==> src/hdl/mbxcfg_pkg.sv <==
// Constants for the mailbox mode configuration block.
// Assumes a byte-wide mailbox write/read port clocked by ref_clk_i.
package mbxcfg_pkg;

    // ------------------------------------------------------------
    // Mailbox layout
    // ------------------------------------------------------------
    localparam int          MBX_COUNT        = 32;
    localparam int          MBX_AW           = 5;
    localparam logic [4:0]  QR_FIRST_SLOT    = 5'h14;
    localparam logic [4:0]  QR_LAST_SLOT     = 5'h1f;
    localparam int          QR_COUNT         = 12;
    localparam int          STREAM_CHUNK     = 32;

    // ------------------------------------------------------------
    // Frame codes
    // ------------------------------------------------------------
    localparam logic [7:0]  APPLICATION_IDENTIFIER_MBXCFG    = 8'h18;
    localparam logic [7:0]  APPLICATION_IDENTIFIER_RSC       = 8'h17;
    localparam logic [7:0]  CMD_CONFIG_WRITE = 8'h20;
    localparam logic [7:0]  CMD_CONFIG_READ  = 8'h10;
    localparam logic [7:0]  BOOT_TO_FLASH    = 8'h29;
    localparam logic [7:0]  BOOT_RESERVED    = 8'h00;
    localparam logic [7:0]  BOOT_KEY         = 8'hff;
    localparam logic [7:0]  RSC_OFFSET       = 8'h01;
    localparam logic [7:0]  RSC_ROM_BIT      = 8'h80;
    localparam logic [7:0]  CFG_BYTE_COUNT   = 8'h01;

    // ------------------------------------------------------------
    // Configuration register
    // ------------------------------------------------------------
    localparam logic [7:0]  CFG_OFFSET       = 8'h00;
    localparam logic [7:0]  CFG_RESET        = 8'h00;
    localparam logic [7:0]  CFG_WRITE_MASK   = 8'hfc;
    localparam int          CFG_IRQ_EN       = 7;
    localparam int          CFG_IRQ_POL      = 6;
    localparam int          CFG_FRAME_EN     = 5;
    localparam int          CFG_LEGACY       = 4;
    localparam int          CFG_UPD_HI       = 3;
    localparam int          CFG_UPD_LO       = 2;

    localparam logic [1:0]  UPD_ALWAYS       = 2'h0;
    localparam logic [1:0]  UPD_IDLE_WAIT    = 2'h1;
    localparam logic [1:0]  UPD_AFTER_XFER   = 2'h2;

    // ------------------------------------------------------------
    // Timing
    // ------------------------------------------------------------
    localparam int          PROC_TIME_NS     = 50;
    localparam int          CLK_PERIOD_NS    = 5;
    localparam int          PROC_CYCLES      = (PROC_TIME_NS + CLK_PERIOD_NS - 1) / CLK_PERIOD_NS;
    localparam logic [3:0]  PROC_CYCLES_W    = 4'(PROC_CYCLES);

    typedef enum logic [1:0] {
        MBXCFG_IDLE,
        MBXCFG_BUSY,
        MBXCFG_DONE
    } mbxcfg_state_t;

endpackage

==> src/hdl/mbxcfg_top.sv <==
// Mailbox mode configuration: command frames, Normal/Legacy mailbox map,
// quick-read refresh and the host interrupt.
// Assumes the slave port delivers byte writes/reads on ref_clk_i and a
// busy level from a foreign clock; the frame-end strobe is local.
//
// What this block does
// - In boot ROM, frame 29 00 FF FF FF FF reboots into flash.
// - Answers application identifier 0x18, always available, no status registers.
// - After reset the mailboxes run in Normal mode.
// - Host writes command, waits; completion shows by flag and optional interrupt.
// - Normal mode supports streaming reads beyond 32 bytes.
// - Bit 7 enables interrupt after each command completes, or at each frame end when bit 5 is set.
// - Legacy mode: slots 20 to 31 become quick-read, lower stay command.
// - Quick-read slots refresh at the end of each sample frame.
// - Quick-read slots read directly without command or waiting.
// - Default slots: status, queue, FIFO, frame counter, X, Y, Z data.
// - Writing 0x10 sets the legacy bit and selects Legacy mode.
// - Config register at offset 0x00, read/write, resets 0x00, count 0x01.
// - Quick-read content comes from the separate content application.
// - Bit 6 sets interrupt polarity: 0 active high, 1 active low.
// - Update policy: always, idle with deferral, or after current transaction.
`timescale 1ns/100ps
module mbxcfg_top
    import mbxcfg_pkg::*;
(
    input  wire logic                  ref_clk_i,
    input  wire logic                  arst_n_i,
    input  wire logic                  clk_en_i,
    input  wire logic                  boot_rom_active_i,
    input  wire logic                  wr_en_i,
    input  wire logic [MBX_AW-1:0]     wr_slot_i,
    input  wire logic [7:0]            wr_data_i,
    input  wire logic                  rd_en_i,
    input  wire logic [MBX_AW-1:0]     rd_slot_i,
    input  wire logic                  rd_stream_i,
    input  wire logic                  port_busy_i,
    input  wire logic                  frame_end_i,
    input  wire logic [QR_COUNT*8-1:0] qr_data_i,
    output logic      [7:0]            rd_data_o,
    output logic                       rd_valid_o,
    output logic                       command_complete_flag_o,
    output logic                       host_irq_o,
    output logic      [7:0]            mailbox_mode_config_o,
    output logic                       reboot_to_rom_o,
    output logic                       reboot_to_flash_o
);

    mbxcfg_state_t      state;
    logic [7:0]         mbx [MBX_COUNT];
    logic [7:0]         mailbox_mode_config;
    logic [3:0]         proc_cnt;
    logic               busy_meta;
    logic               busy_sync;
    logic               busy_q;
    logic               upd_pending;
    logic               qr_load;
    logic [7:0]         qr_rd;
    logic [MBX_AW-1:0]  stream_ptr;
    logic               legacy;
    logic               frame_sel;
    logic               cmd_start;
    logic               irq_event;
    logic               irq_level;
    logic               is_cfg_write;
    logic               is_cfg_read;
    logic               is_rom_req;
    logic               is_flash_req;
    logic [MBX_AW-1:0]  eff_rd_slot;

    // Slot lies in the quick-read window
    function automatic logic in_qr(input logic [MBX_AW-1:0] s);
        return (s >= QR_FIRST_SLOT) && (s <= QR_LAST_SLOT);
    endfunction

    assign legacy    = mailbox_mode_config[CFG_LEGACY];
    assign frame_sel = mailbox_mode_config[CFG_FRAME_EN];

    // ------------------------------------------------------------
    // Port busy synchroniser
    // ------------------------------------------------------------
    always_ff @(posedge ref_clk_i or negedge arst_n_i) begin
        if (!arst_n_i) begin
            busy_meta <= 1'b0;
            busy_sync <= 1'b0;
            busy_q    <= 1'b0;
        end else if (clk_en_i) begin
            busy_meta <= port_busy_i;
            busy_sync <= busy_meta;
            busy_q    <= busy_sync;
        end
    end

    // ------------------------------------------------------------
    // Command decode
    // ------------------------------------------------------------
    // Writing slot 0 launches the frame already loaded in slots 1..5, so the
    // host loads trailing bytes first or writes slot 0 last in a burst.
    assign cmd_start = wr_en_i && (wr_slot_i == '0) && (state != MBXCFG_BUSY)
                       && !(legacy && in_qr(wr_slot_i));

    assign is_cfg_write = (mbx[0] == APPLICATION_IDENTIFIER_MBXCFG) && (mbx[1] == CMD_CONFIG_WRITE)
                          && (mbx[2] == CFG_OFFSET) && (mbx[3] == CFG_BYTE_COUNT);
    assign is_cfg_read  = (mbx[0] == APPLICATION_IDENTIFIER_MBXCFG) && (mbx[1] == CMD_CONFIG_READ)
                          && (mbx[2] == CFG_OFFSET) && (mbx[3] == CFG_BYTE_COUNT);
    assign is_rom_req   = !boot_rom_active_i && (mbx[0] == APPLICATION_IDENTIFIER_RSC)
                          && (mbx[1] == CMD_CONFIG_WRITE) && (mbx[2] == RSC_OFFSET)
                          && (mbx[3] == CFG_BYTE_COUNT) && (mbx[4] == RSC_ROM_BIT);
    assign is_flash_req = boot_rom_active_i && (mbx[0] == BOOT_TO_FLASH)
                          && (mbx[1] == BOOT_RESERVED) && (mbx[2] == BOOT_KEY)
                          && (mbx[3] == BOOT_KEY) && (mbx[4] == BOOT_KEY)
                          && (mbx[5] == BOOT_KEY);

    // ------------------------------------------------------------
    // Mailbox storage
    // ------------------------------------------------------------
    always_ff @(posedge ref_clk_i or negedge arst_n_i) begin
        if (!arst_n_i) begin
            for (int i = 0; i < MBX_COUNT; i++) begin
                mbx[i] <= 8'h00;
            end
        end else if (clk_en_i) begin
            if (state == MBXCFG_BUSY && proc_cnt == 4'h1 && is_cfg_read) begin
                mbx[4] <= mailbox_mode_config;
            end else if (wr_en_i && state != MBXCFG_BUSY
                         && !(legacy && in_qr(wr_slot_i))) begin
                mbx[wr_slot_i] <= wr_data_i;
            end
        end
    end

    // ------------------------------------------------------------
    // Command processing state machine
    // ------------------------------------------------------------
    always_ff @(posedge ref_clk_i or negedge arst_n_i) begin
        if (!arst_n_i) begin
            state    <= MBXCFG_IDLE;
            proc_cnt <= 4'h0;
        end else if (clk_en_i) begin
            case (state)
                MBXCFG_IDLE, MBXCFG_DONE: begin
                    if (cmd_start) begin
                        state    <= MBXCFG_BUSY;
                        proc_cnt <= PROC_CYCLES_W;
                    end
                end
                MBXCFG_BUSY: begin
                    if (proc_cnt == 4'h1) begin
                        state <= MBXCFG_DONE;
                    end
                    proc_cnt <= proc_cnt - 4'h1;
                end
                default: begin
                    state <= MBXCFG_IDLE;
                end
            endcase
        end
    end

    // ------------------------------------------------------------
    // Configuration register and reboot requests
    // ------------------------------------------------------------
    // Only the command frame can change the register; a lone slot write cannot.
    always_ff @(posedge ref_clk_i or negedge arst_n_i) begin
        if (!arst_n_i) begin
            mailbox_mode_config <= CFG_RESET;
        end else if (clk_en_i) begin
            if (state == MBXCFG_BUSY && proc_cnt == 4'h1 && is_cfg_write) begin
                mailbox_mode_config <= mbx[4] & CFG_WRITE_MASK;
            end
        end
    end

    always_ff @(posedge ref_clk_i or negedge arst_n_i) begin
        if (!arst_n_i) begin
            reboot_to_rom_o   <= 1'b0;
            reboot_to_flash_o <= 1'b0;
        end else if (clk_en_i) begin
            reboot_to_rom_o   <= (state == MBXCFG_BUSY) && (proc_cnt == 4'h1)
                                 && is_rom_req;
            reboot_to_flash_o <= (state == MBXCFG_BUSY) && (proc_cnt == 4'h1)
                                 && is_flash_req;
        end
    end

    // ------------------------------------------------------------
    // Command complete flag
    // ------------------------------------------------------------
    always_ff @(posedge ref_clk_i or negedge arst_n_i) begin
        if (!arst_n_i) begin
            command_complete_flag_o <= 1'b0;
        end else if (clk_en_i) begin
            if (state == MBXCFG_BUSY && proc_cnt == 4'h1) begin
                command_complete_flag_o <= 1'b1;
            end else if (cmd_start) begin
                command_complete_flag_o <= 1'b0;
            end
        end
    end

    // ------------------------------------------------------------
    // Quick-read refresh policy
    // ------------------------------------------------------------
    // Mode 1 and mode 2 both hold a frame across a busy port; mode 2 fires on
    // the falling edge of busy, mode 1 on any idle cycle, which coincide here.
    always_ff @(posedge ref_clk_i or negedge arst_n_i) begin
        if (!arst_n_i) begin
            upd_pending <= 1'b0;
            qr_load     <= 1'b0;
        end else if (clk_en_i) begin
            qr_load <= 1'b0;
            if (legacy) begin
                case (mailbox_mode_config[CFG_UPD_HI:CFG_UPD_LO])
                    UPD_IDLE_WAIT: begin
                        if ((frame_end_i || upd_pending) && !busy_sync) begin
                            qr_load     <= 1'b1;
                            upd_pending <= 1'b0;
                        end else if (frame_end_i) begin
                            upd_pending <= 1'b1;
                        end
                    end
                    UPD_AFTER_XFER: begin
                        if (frame_end_i && !busy_sync) begin
                            qr_load <= 1'b1;
                        end else if (frame_end_i) begin
                            upd_pending <= 1'b1;
                        end else if (upd_pending && busy_q && !busy_sync) begin
                            qr_load     <= 1'b1;
                            upd_pending <= 1'b0;
                        end
                    end
                    default: begin
                        qr_load     <= frame_end_i;
                        upd_pending <= 1'b0;
                    end
                endcase
            end else begin
                upd_pending <= 1'b0;
            end
        end
    end

    // Slot order (status, queue, FIFO, counter, X, Y, Z) is set by the selector
    mbxcfg_qr_bank u_qr_bank (
        .ref_clk_i (ref_clk_i),
        .arst_n_i  (arst_n_i),
        .clk_en_i  (clk_en_i),
        .load_i    (qr_load),
        .data_i    (qr_data_i),
        .rd_idx_i  (4'(eff_rd_slot - QR_FIRST_SLOT)),
        .rd_data_o (qr_rd)
    );

    // ------------------------------------------------------------
    // Read path with streaming
    // ------------------------------------------------------------
    // A streaming read walks the response slots and wraps, so responses past
    // 32 bytes are read without a fresh address phase.
    assign eff_rd_slot = rd_stream_i ? stream_ptr : rd_slot_i;

    always_ff @(posedge ref_clk_i or negedge arst_n_i) begin
        if (!arst_n_i) begin
            stream_ptr <= '0;
        end else if (clk_en_i && rd_en_i) begin
            stream_ptr <= eff_rd_slot + 5'h01;
        end
    end

    always_ff @(posedge ref_clk_i or negedge arst_n_i) begin
        if (!arst_n_i) begin
            rd_data_o  <= 8'h00;
            rd_valid_o <= 1'b0;
        end else if (clk_en_i) begin
            rd_valid_o <= rd_en_i;
            if (rd_en_i) begin
                if (legacy && in_qr(eff_rd_slot)) begin
                    rd_data_o <= qr_rd;
                end else begin
                    rd_data_o <= mbx[eff_rd_slot];
                end
            end
        end
    end

    // ------------------------------------------------------------
    // Host interrupt
    // ------------------------------------------------------------
    assign irq_event = frame_sel ? frame_end_i
                                 : (state == MBXCFG_BUSY && proc_cnt == 4'h1);

    always_ff @(posedge ref_clk_i or negedge arst_n_i) begin
        if (!arst_n_i) begin
            irq_level <= 1'b0;
        end else if (clk_en_i) begin
            if (!mailbox_mode_config[CFG_IRQ_EN]) begin
                irq_level <= 1'b0;
            end else if (irq_event) begin
                irq_level <= 1'b1;
            end else if (cmd_start) begin
                irq_level <= 1'b0;
            end
        end
    end

    always_ff @(posedge ref_clk_i or negedge arst_n_i) begin
        if (!arst_n_i) begin
            host_irq_o            <= 1'b0;
            mailbox_mode_config_o <= CFG_RESET;
        end else if (clk_en_i) begin
            host_irq_o            <= irq_level ^ mailbox_mode_config[CFG_IRQ_POL];
            mailbox_mode_config_o <= mailbox_mode_config;
        end
    end

endmodule

==> src/hdl/mbxcfg_qr_bank.sv <==
// Quick-read slot bank: twelve bytes refreshed at frame end.
// Assumes frame data arrives from the content selector on the same clock.
`timescale 1ns/100ps
module mbxcfg_qr_bank
    import mbxcfg_pkg::*;
(
    input  wire logic                 ref_clk_i,
    input  wire logic                 arst_n_i,
    input  wire logic                 clk_en_i,
    input  wire logic                 load_i,
    input  wire logic [QR_COUNT*8-1:0] data_i,
    input  wire logic [3:0]           rd_idx_i,
    output logic      [7:0]           rd_data_o
);

    logic [7:0] slot [QR_COUNT];

    // ------------------------------------------------------------
    // Storage
    // ------------------------------------------------------------
    genvar g;
    generate
        for (g = 0; g < QR_COUNT; g++) begin : g_slot
            always_ff @(posedge ref_clk_i or negedge arst_n_i) begin
                if (!arst_n_i) begin
                    slot[g] <= 8'h00;
                end else if (clk_en_i && load_i) begin
                    slot[g] <= data_i[g*8 +: 8];
                end
            end
        end
    endgenerate

    always_comb begin
        rd_data_o = (rd_idx_i < 4'(QR_COUNT)) ? slot[rd_idx_i] : 8'h00;
    end

endmodule

==> config.mk <==
export PLATFORM = sky130hd
export DESIGN_NAME = mbxcfg_top
export DESIGN_NICKNAME = d
export VERILOG_FILES = /design/src/hdl/mbxcfg_pkg.sv /design/src/hdl/mbxcfg_top.sv /design/src/hdl/mbxcfg_qr_bank.sv
export SDC_FILE = /design/constraint.sdc
export NUM_CORES = 1
export LEC_CHECK = 0
export BUFFER_PORTS_ARGS = -buffer_cell sky130_fd_sc_hd__buf_2
export CAP_MARGIN = 0
export CORE_MARGIN = 3
export CORE_UTILIZATION = 55
export DETAILED_ROUTE_END_ITERATION = 10
export GPL_TIMING_DRIVEN = 0
export PLACE_DENSITY = 0.77
export SLEW_MARGIN = 25
export SYNTH_ARGS = -nofsm -noshare
export SYNTH_HDL_FRONTEND = slang
export SYNTH_HIERARCHICAL = 1
export SYNTH_SLANG_ARGS = --single-unit
export TNS_END_PERCENT = 20
==> constraint.sdc <==
create_clock -name ref_clk_i -period 2.6 [get_ports ref_clk_i]
set_input_delay 0.13 -clock ref_clk_i [delete_from_list [all_inputs] [get_ports ref_clk_i]]
set_output_delay 0.13 -clock ref_clk_i [all_outputs]
set_load 0.05 [all_outputs]
### After elaboration in Yosys (flattened, before gate mapping)

Index checks and enable logic that the tools add are counted.
Widths: inputs -> output; s select.

* reduce and logical (&&, ||, !) cells: 59
* bitwise gates (word level): 5
* magnitude comparators: 9
* multiplexer cells: 37
* add/sub/neg operators: 3
* equality and inequality tests: 24

Operator list (number)
* $bwmux 256: 1
* $mux 224: 1
* $mux 8: 8
* $bmux 8 s5: 1
* $demux 8 s5: 1
* $eq 8x8->1 const B: 5
* $logic_and 1x1->1: 38
* $bmux 8 s4: 1
* $eq 8x5->1 const B: 3
* $eq 8x1->1 const B: 2
* $eq 8x6->1 const B: 2
* $logic_not 8->1: 2
* $mux 1: 16
* $ge 5x5->1 const B: 3
* $ge 6x6->1 const B: 2
* $not 5->6: 2
* $le 5x5->1 const B: 2
* $reduce_and 2->1: 5
* $reduce_and 3->1: 3
* $ne 4x4->1 const B: 2
* $pmux 4 s2: 1
* $lt 6x1->1 const B: 1
* $reduce_bool 2->1: 3
* $add 5x1->5 const B: 1
* 24 further kinds: 31

* output and inout bits: 21
* flip-flop bits (word level): 394
* bits of input ports: 123

### Longest topological paths before layout

* word-level depth: 8
* gate-level depth with buffers: 14
* mapped depth without buffers: 11

### Modules after synthesis

Netlist, hierarchy kept.

Modules (own cells, without submodules)
* mbxcfg_top: cells each 1502, area an instance 15850.2 µm², instances 1
* mbxcfg_qr_bank: cells each 261, area an instance 4301.6 µm², instances 1

### Worst setup path before layout

Ideal clock, no wire load.

* path type: register to register
* from: reg stream_ptr[2]
* to: reg rd_data_o[1]
* slack: -0.203 ns
* period minus slack after synthesis: 2.803 ns
* cell stages (with the launch flop): 14
* path buffers: 3
* data required time: 2.467 ns
* arrival: 2.670 ns
* library setup time: 0.133 ns
* cell sequence: dfrtp_1 > nand2_1 > and2_0 > buf_2 > clkinv_1 > ha_1 > buf_2 > buf_2 > mux4_2 > a22oi_1 > o21ai_1 > or3_1 > o21ai_0 > a31oi_1

* word-level cells in the longest chain between the ends: 8

Ends and longest elaborated chain
* from (decl): RTL line mbxcfg_top.sv:58 `logic [MBX_AW-1:0] stream_ptr;`
* from (signal assigned): RTL line mbxcfg_top.sv:264 `stream_ptr <= eff_rd_slot + 5'h01;`
* $mux 5 *: RTL line mbxcfg_top.sv:258 `assign eff_rd_slot = rd_stream_i ? stream_ptr : rd_slot_i;`
* $sub 4x3->4 *: RTL line mbxcfg_top.sv:249 `.rd_idx_i (4'(eff_rd_slot - QR_FIRST_SLOT)),`
* $not 4->5 (not written as such): RTL line mbxcfg_qr_bank.sv:35 `rd_data_o = (rd_idx_i < 4'(QR_COUNT)) ? slot[rd_idx_i] : 8'h00;`
* $bmux 8 s4: RTL line mbxcfg_qr_bank.sv:35
* $mux 8 (not written as such) (2 in a row): RTL line mbxcfg_qr_bank.sv:35
* $mux 8 *: RTL line mbxcfg_qr_bank.sv:35
* net qr_rd[1]: RTL line mbxcfg_top.sv:57 `logic [7:0] qr_rd;`
* $mux 8 *: RTL line mbxcfg_top.sv:275 `if (legacy && in_qr(eff_rd_slot)) begin`
* to (signal assigned): RTL line mbxcfg_top.sv:276 `rd_data_o <= qr_rd;`
* to (signal assigned): RTL line mbxcfg_top.sv:278 `rd_data_o <= mbx[eff_rd_slot];`
* to (decl): RTL line mbxcfg_top.sv:39 `output logic [7:0] rd_data_o,`

The timed path passes the listed nets; every way through them passes the cells marked *. The select of a mux whose other input is x is not followed.
A chain may end at the register's enable or synchronous reset.

### Worst setup path in the final report

Ends and elaborated chain as after synthesis.

==> flow_summary.toml <==
[logic_synthesis]
synth-seq-cells = 394
async_flop_share_pct = 100.0
avgSynthCellArea_sq_um = 11.43
synth_area_leader_cell = "dfrtp_1"
yosys.area_share.simple_pct = 9.555
synth_area_sq_um = 20150
ys_seq_area_share_pct = 48.93
synth_warnings = 6
syn_inst = 1763
synth_top_family_by_area = "multiplexers"
synth_cell_types = 75
synth_xor_area_share_pct = 0.2173
synthTopCellsByArea = "dfrtp_1, mux2_2, o21ai_0"
synthAdderAreaFrac_pct = 0.5588
synth_ff_type = "dfrtp_1"
synth_compound_area_share_pct = 12.99
muxShareOfSynthArea_pct = 23.94
synth_top_area_share_pct = 48.93
synth_edf_count = 0

[timing]
finClkSkew_ps = 28.19
layout_setup_ws_ps = -166.6
min_period_ps = 2767
post-route-period-util_pct = 106.4
fmax_mhz = 361.5
tns_ps = -828.3
rsz0062_at_grt = "yes"
finalHoldViolCount = 0
slew_violations = 0
worst_pin_slew_ps = 920.2
setup_violations = 8
max_slew_margin_pct = 38.65

[worst_setup_path]
path_max_fanout = 7
rr_worst_depth = 13
required_ps = 3050
r2r-start = "stream_ptr[2]"
worstSetupStartpointType = "flip-flop"
critPathKind = "reg -> reg"
r2r_slack_ps = -170
end_kind = "flip-flop"
critPathLaunch = "stream_ptr[2]"
cp.arrival_ps = 3220
rr_endpoint = "rd_data_o[1]"

[global_routing]
grt_max_degree = 97
first_global_vias = 17606
grt_pass1_wl_um = 110400
antenna_found_initial = 1
grtUsageTotal_pct = 37.86
grt_remaining_overflow = 0

[worst_hold_path]
hp-class = "in -> reg"
min_from = "wr_data_i[6]"
whs_path_depth = 2
holdPathEnd = "mbx[6]"

[routing]
first_pass_iters = 6
routedLengthMet1_um = 26640
routed_wl_um = 73490
dr.max_layer_used = "met4"
dr_wl_met3_um = 7476
drc = 0
drt_iter0_drc = 1978
vias = 17109
met2_length_um = 34690
ant_nets = 0
via_per_inst = 6.647
avgRoutedWirePerCell_um = 28.55

[finish]
final_nets = 2211
fin_util_pct = 69.45
area_delta_synth_final_pct = 23.48
design_area_sq_um = 24880
drive_gt1_share_pct = 36.98
final_cell_mix = "dfrtp_1, mux2_2, buf_2"
layout_commonest_cell = "dfrtp_1"
fin_cells = 2574

[run_status]
status = "finished with violations"
violations = "negative setup slack"

[power_and_ir_drop]
peakVddDrop_v = 0.0006087
p_total_uw = 19570
leakage_uw = 0.01096
p_per_area_nw_per_um2 = 786.4

[job]
maxCapViolations = 0

[placement]
post_dp_cell_area_sq_um = 21570
hpwl_um = 47420
port_buffers = 137
placed_cells = 2366
gp_congestion = 1.022

[floorplan]
initial_core_util_pct = 56.25
io_pins = 144
rows = 69
die_y_um = 197.4
core_sq_um = 35830
die_w_um = 197.4
dieArea_sq_um = 38970

[clocking]
cts_buffers = 43
cts_root_buffer = "clkbuf_16"
clock_sink_count = 394
clk_pin_slew_ps = 70
clkLatencyLatePin_ps = 590
cts_tree = "built"
cts_max_path_buffers = 3
h-tree-depth = 2
==> how the worst max path moves through the flow <==
stage | endpoint | cells past startpoint
after floorplan | rd_data_o[0] | 12
after global placement | u_qr_bank/slot[75] | 1
after detailed placement | rd_data_o[1] | 12
after CTS | rd_data_o[7] | 14
after global routing | rd_data_o[5] | 12
final | rd_data_o[1] | 13
==> cell type report <==
type / instances / area [sq um]
sequential: 394 / 9864
inverter: 49 / 214.0
clock inverter: 18 / 251.5
clock buffer: 60 / 1270
fill: 2458 / 10950
timing repair buffer: 272 / 2143
multi-input combinational: 1197 / 9888
tap: 461 / 576.8
antenna: 1 / 2.502
buffer: 122 / 671.9
==> cells in the mapped netlist, types with 18 or more instances <==
library cell  count
inv_1            46
nor3_1           28
nor2_2           24
nor2b_1          27
a21oi_1          65
o21ai_0         105
a22o_1           22
clkbuf_1         70
nand2_1          48
nor2_1          130
a211oi_1         18
o211ai_1         25
mux4_2           21
dfrtp_1         394
mux2_2          362
nand2b_1         29
o22ai_1          62
buf_2            41
==> worst max-delay path, cell delays in order (launching register included) <==
cell and delay [ps]:
dfrtp_2 440, nand2_4 70, and2_4 190, clkinv_8 80, ha_4 280, buf_12 140
buf_12 130, buf_6 110, mux4_2 370, a22oi_2 190, o21ai_1 110, or3_1 340
o21ai_1 90, a31oi_1 70
==> cell families (layout without fill, tap and decap cells) <==
group | after synthesis | after routing
compound gates | 409 | 409
other cells | 1 | 3
fa+ha+maj | 9 | 9
simple gates | 371 | 371
buf+inv | 173 | 521
xor+xnor | 5 | 5
mux | 401 | 401
flops | 394 | 394
==> where the power goes <==
group / leakage (uW) / switching [uW] / internal [uW]
logic: 0.00511 / 2760 / 2180
clock network: 0.000758 / 2700 / 3930
registers: 0.00509 / 836 / 7150
total: 0.0110 / 6300 / 13300
==> routing by layer <==
metal	up-vias	track usage [%]
met5	-	0
met4	0	20.96
met3	298	8.937
met2	1143	61.04
met1	8565	47.47
li1	7103	-
==> through the flow <==
| step | hold slack [ps] | setup slack (ps) |
|---|---|---|
| after global routing | 26.05 | -194.0 |
| after detailed placement | 127.2 | -1054 |
| after global placement | 362.5 | -6231 |
| after CTS | 4.368 | -52.29 |
| final | 58.84 | -166.6 |
| after floorplan | -165.6 | -6.004 |
==> sequential cells by signal, summed over array words and instances (netlist names), 2 cells and up <==
name                   count
mailbox_mode_config        6
proc_cnt                   4
state                      2
mbx                      256
stream_ptr                 5
mailbox_mode_config_o      6
u_qr_bank/slot            96
rd_data_o                  8
==> timing repair <==
item                                    CTS  global route
setup buffers                            19             4
gates resized for setup                 100            34
endpoints found under the setup margin  126            99
pin swaps                                23             9
hold buffers                            106             0
gates cloned                              2             0
hold endpoints to repair                204             0
(Power assumes the default switching activity.)
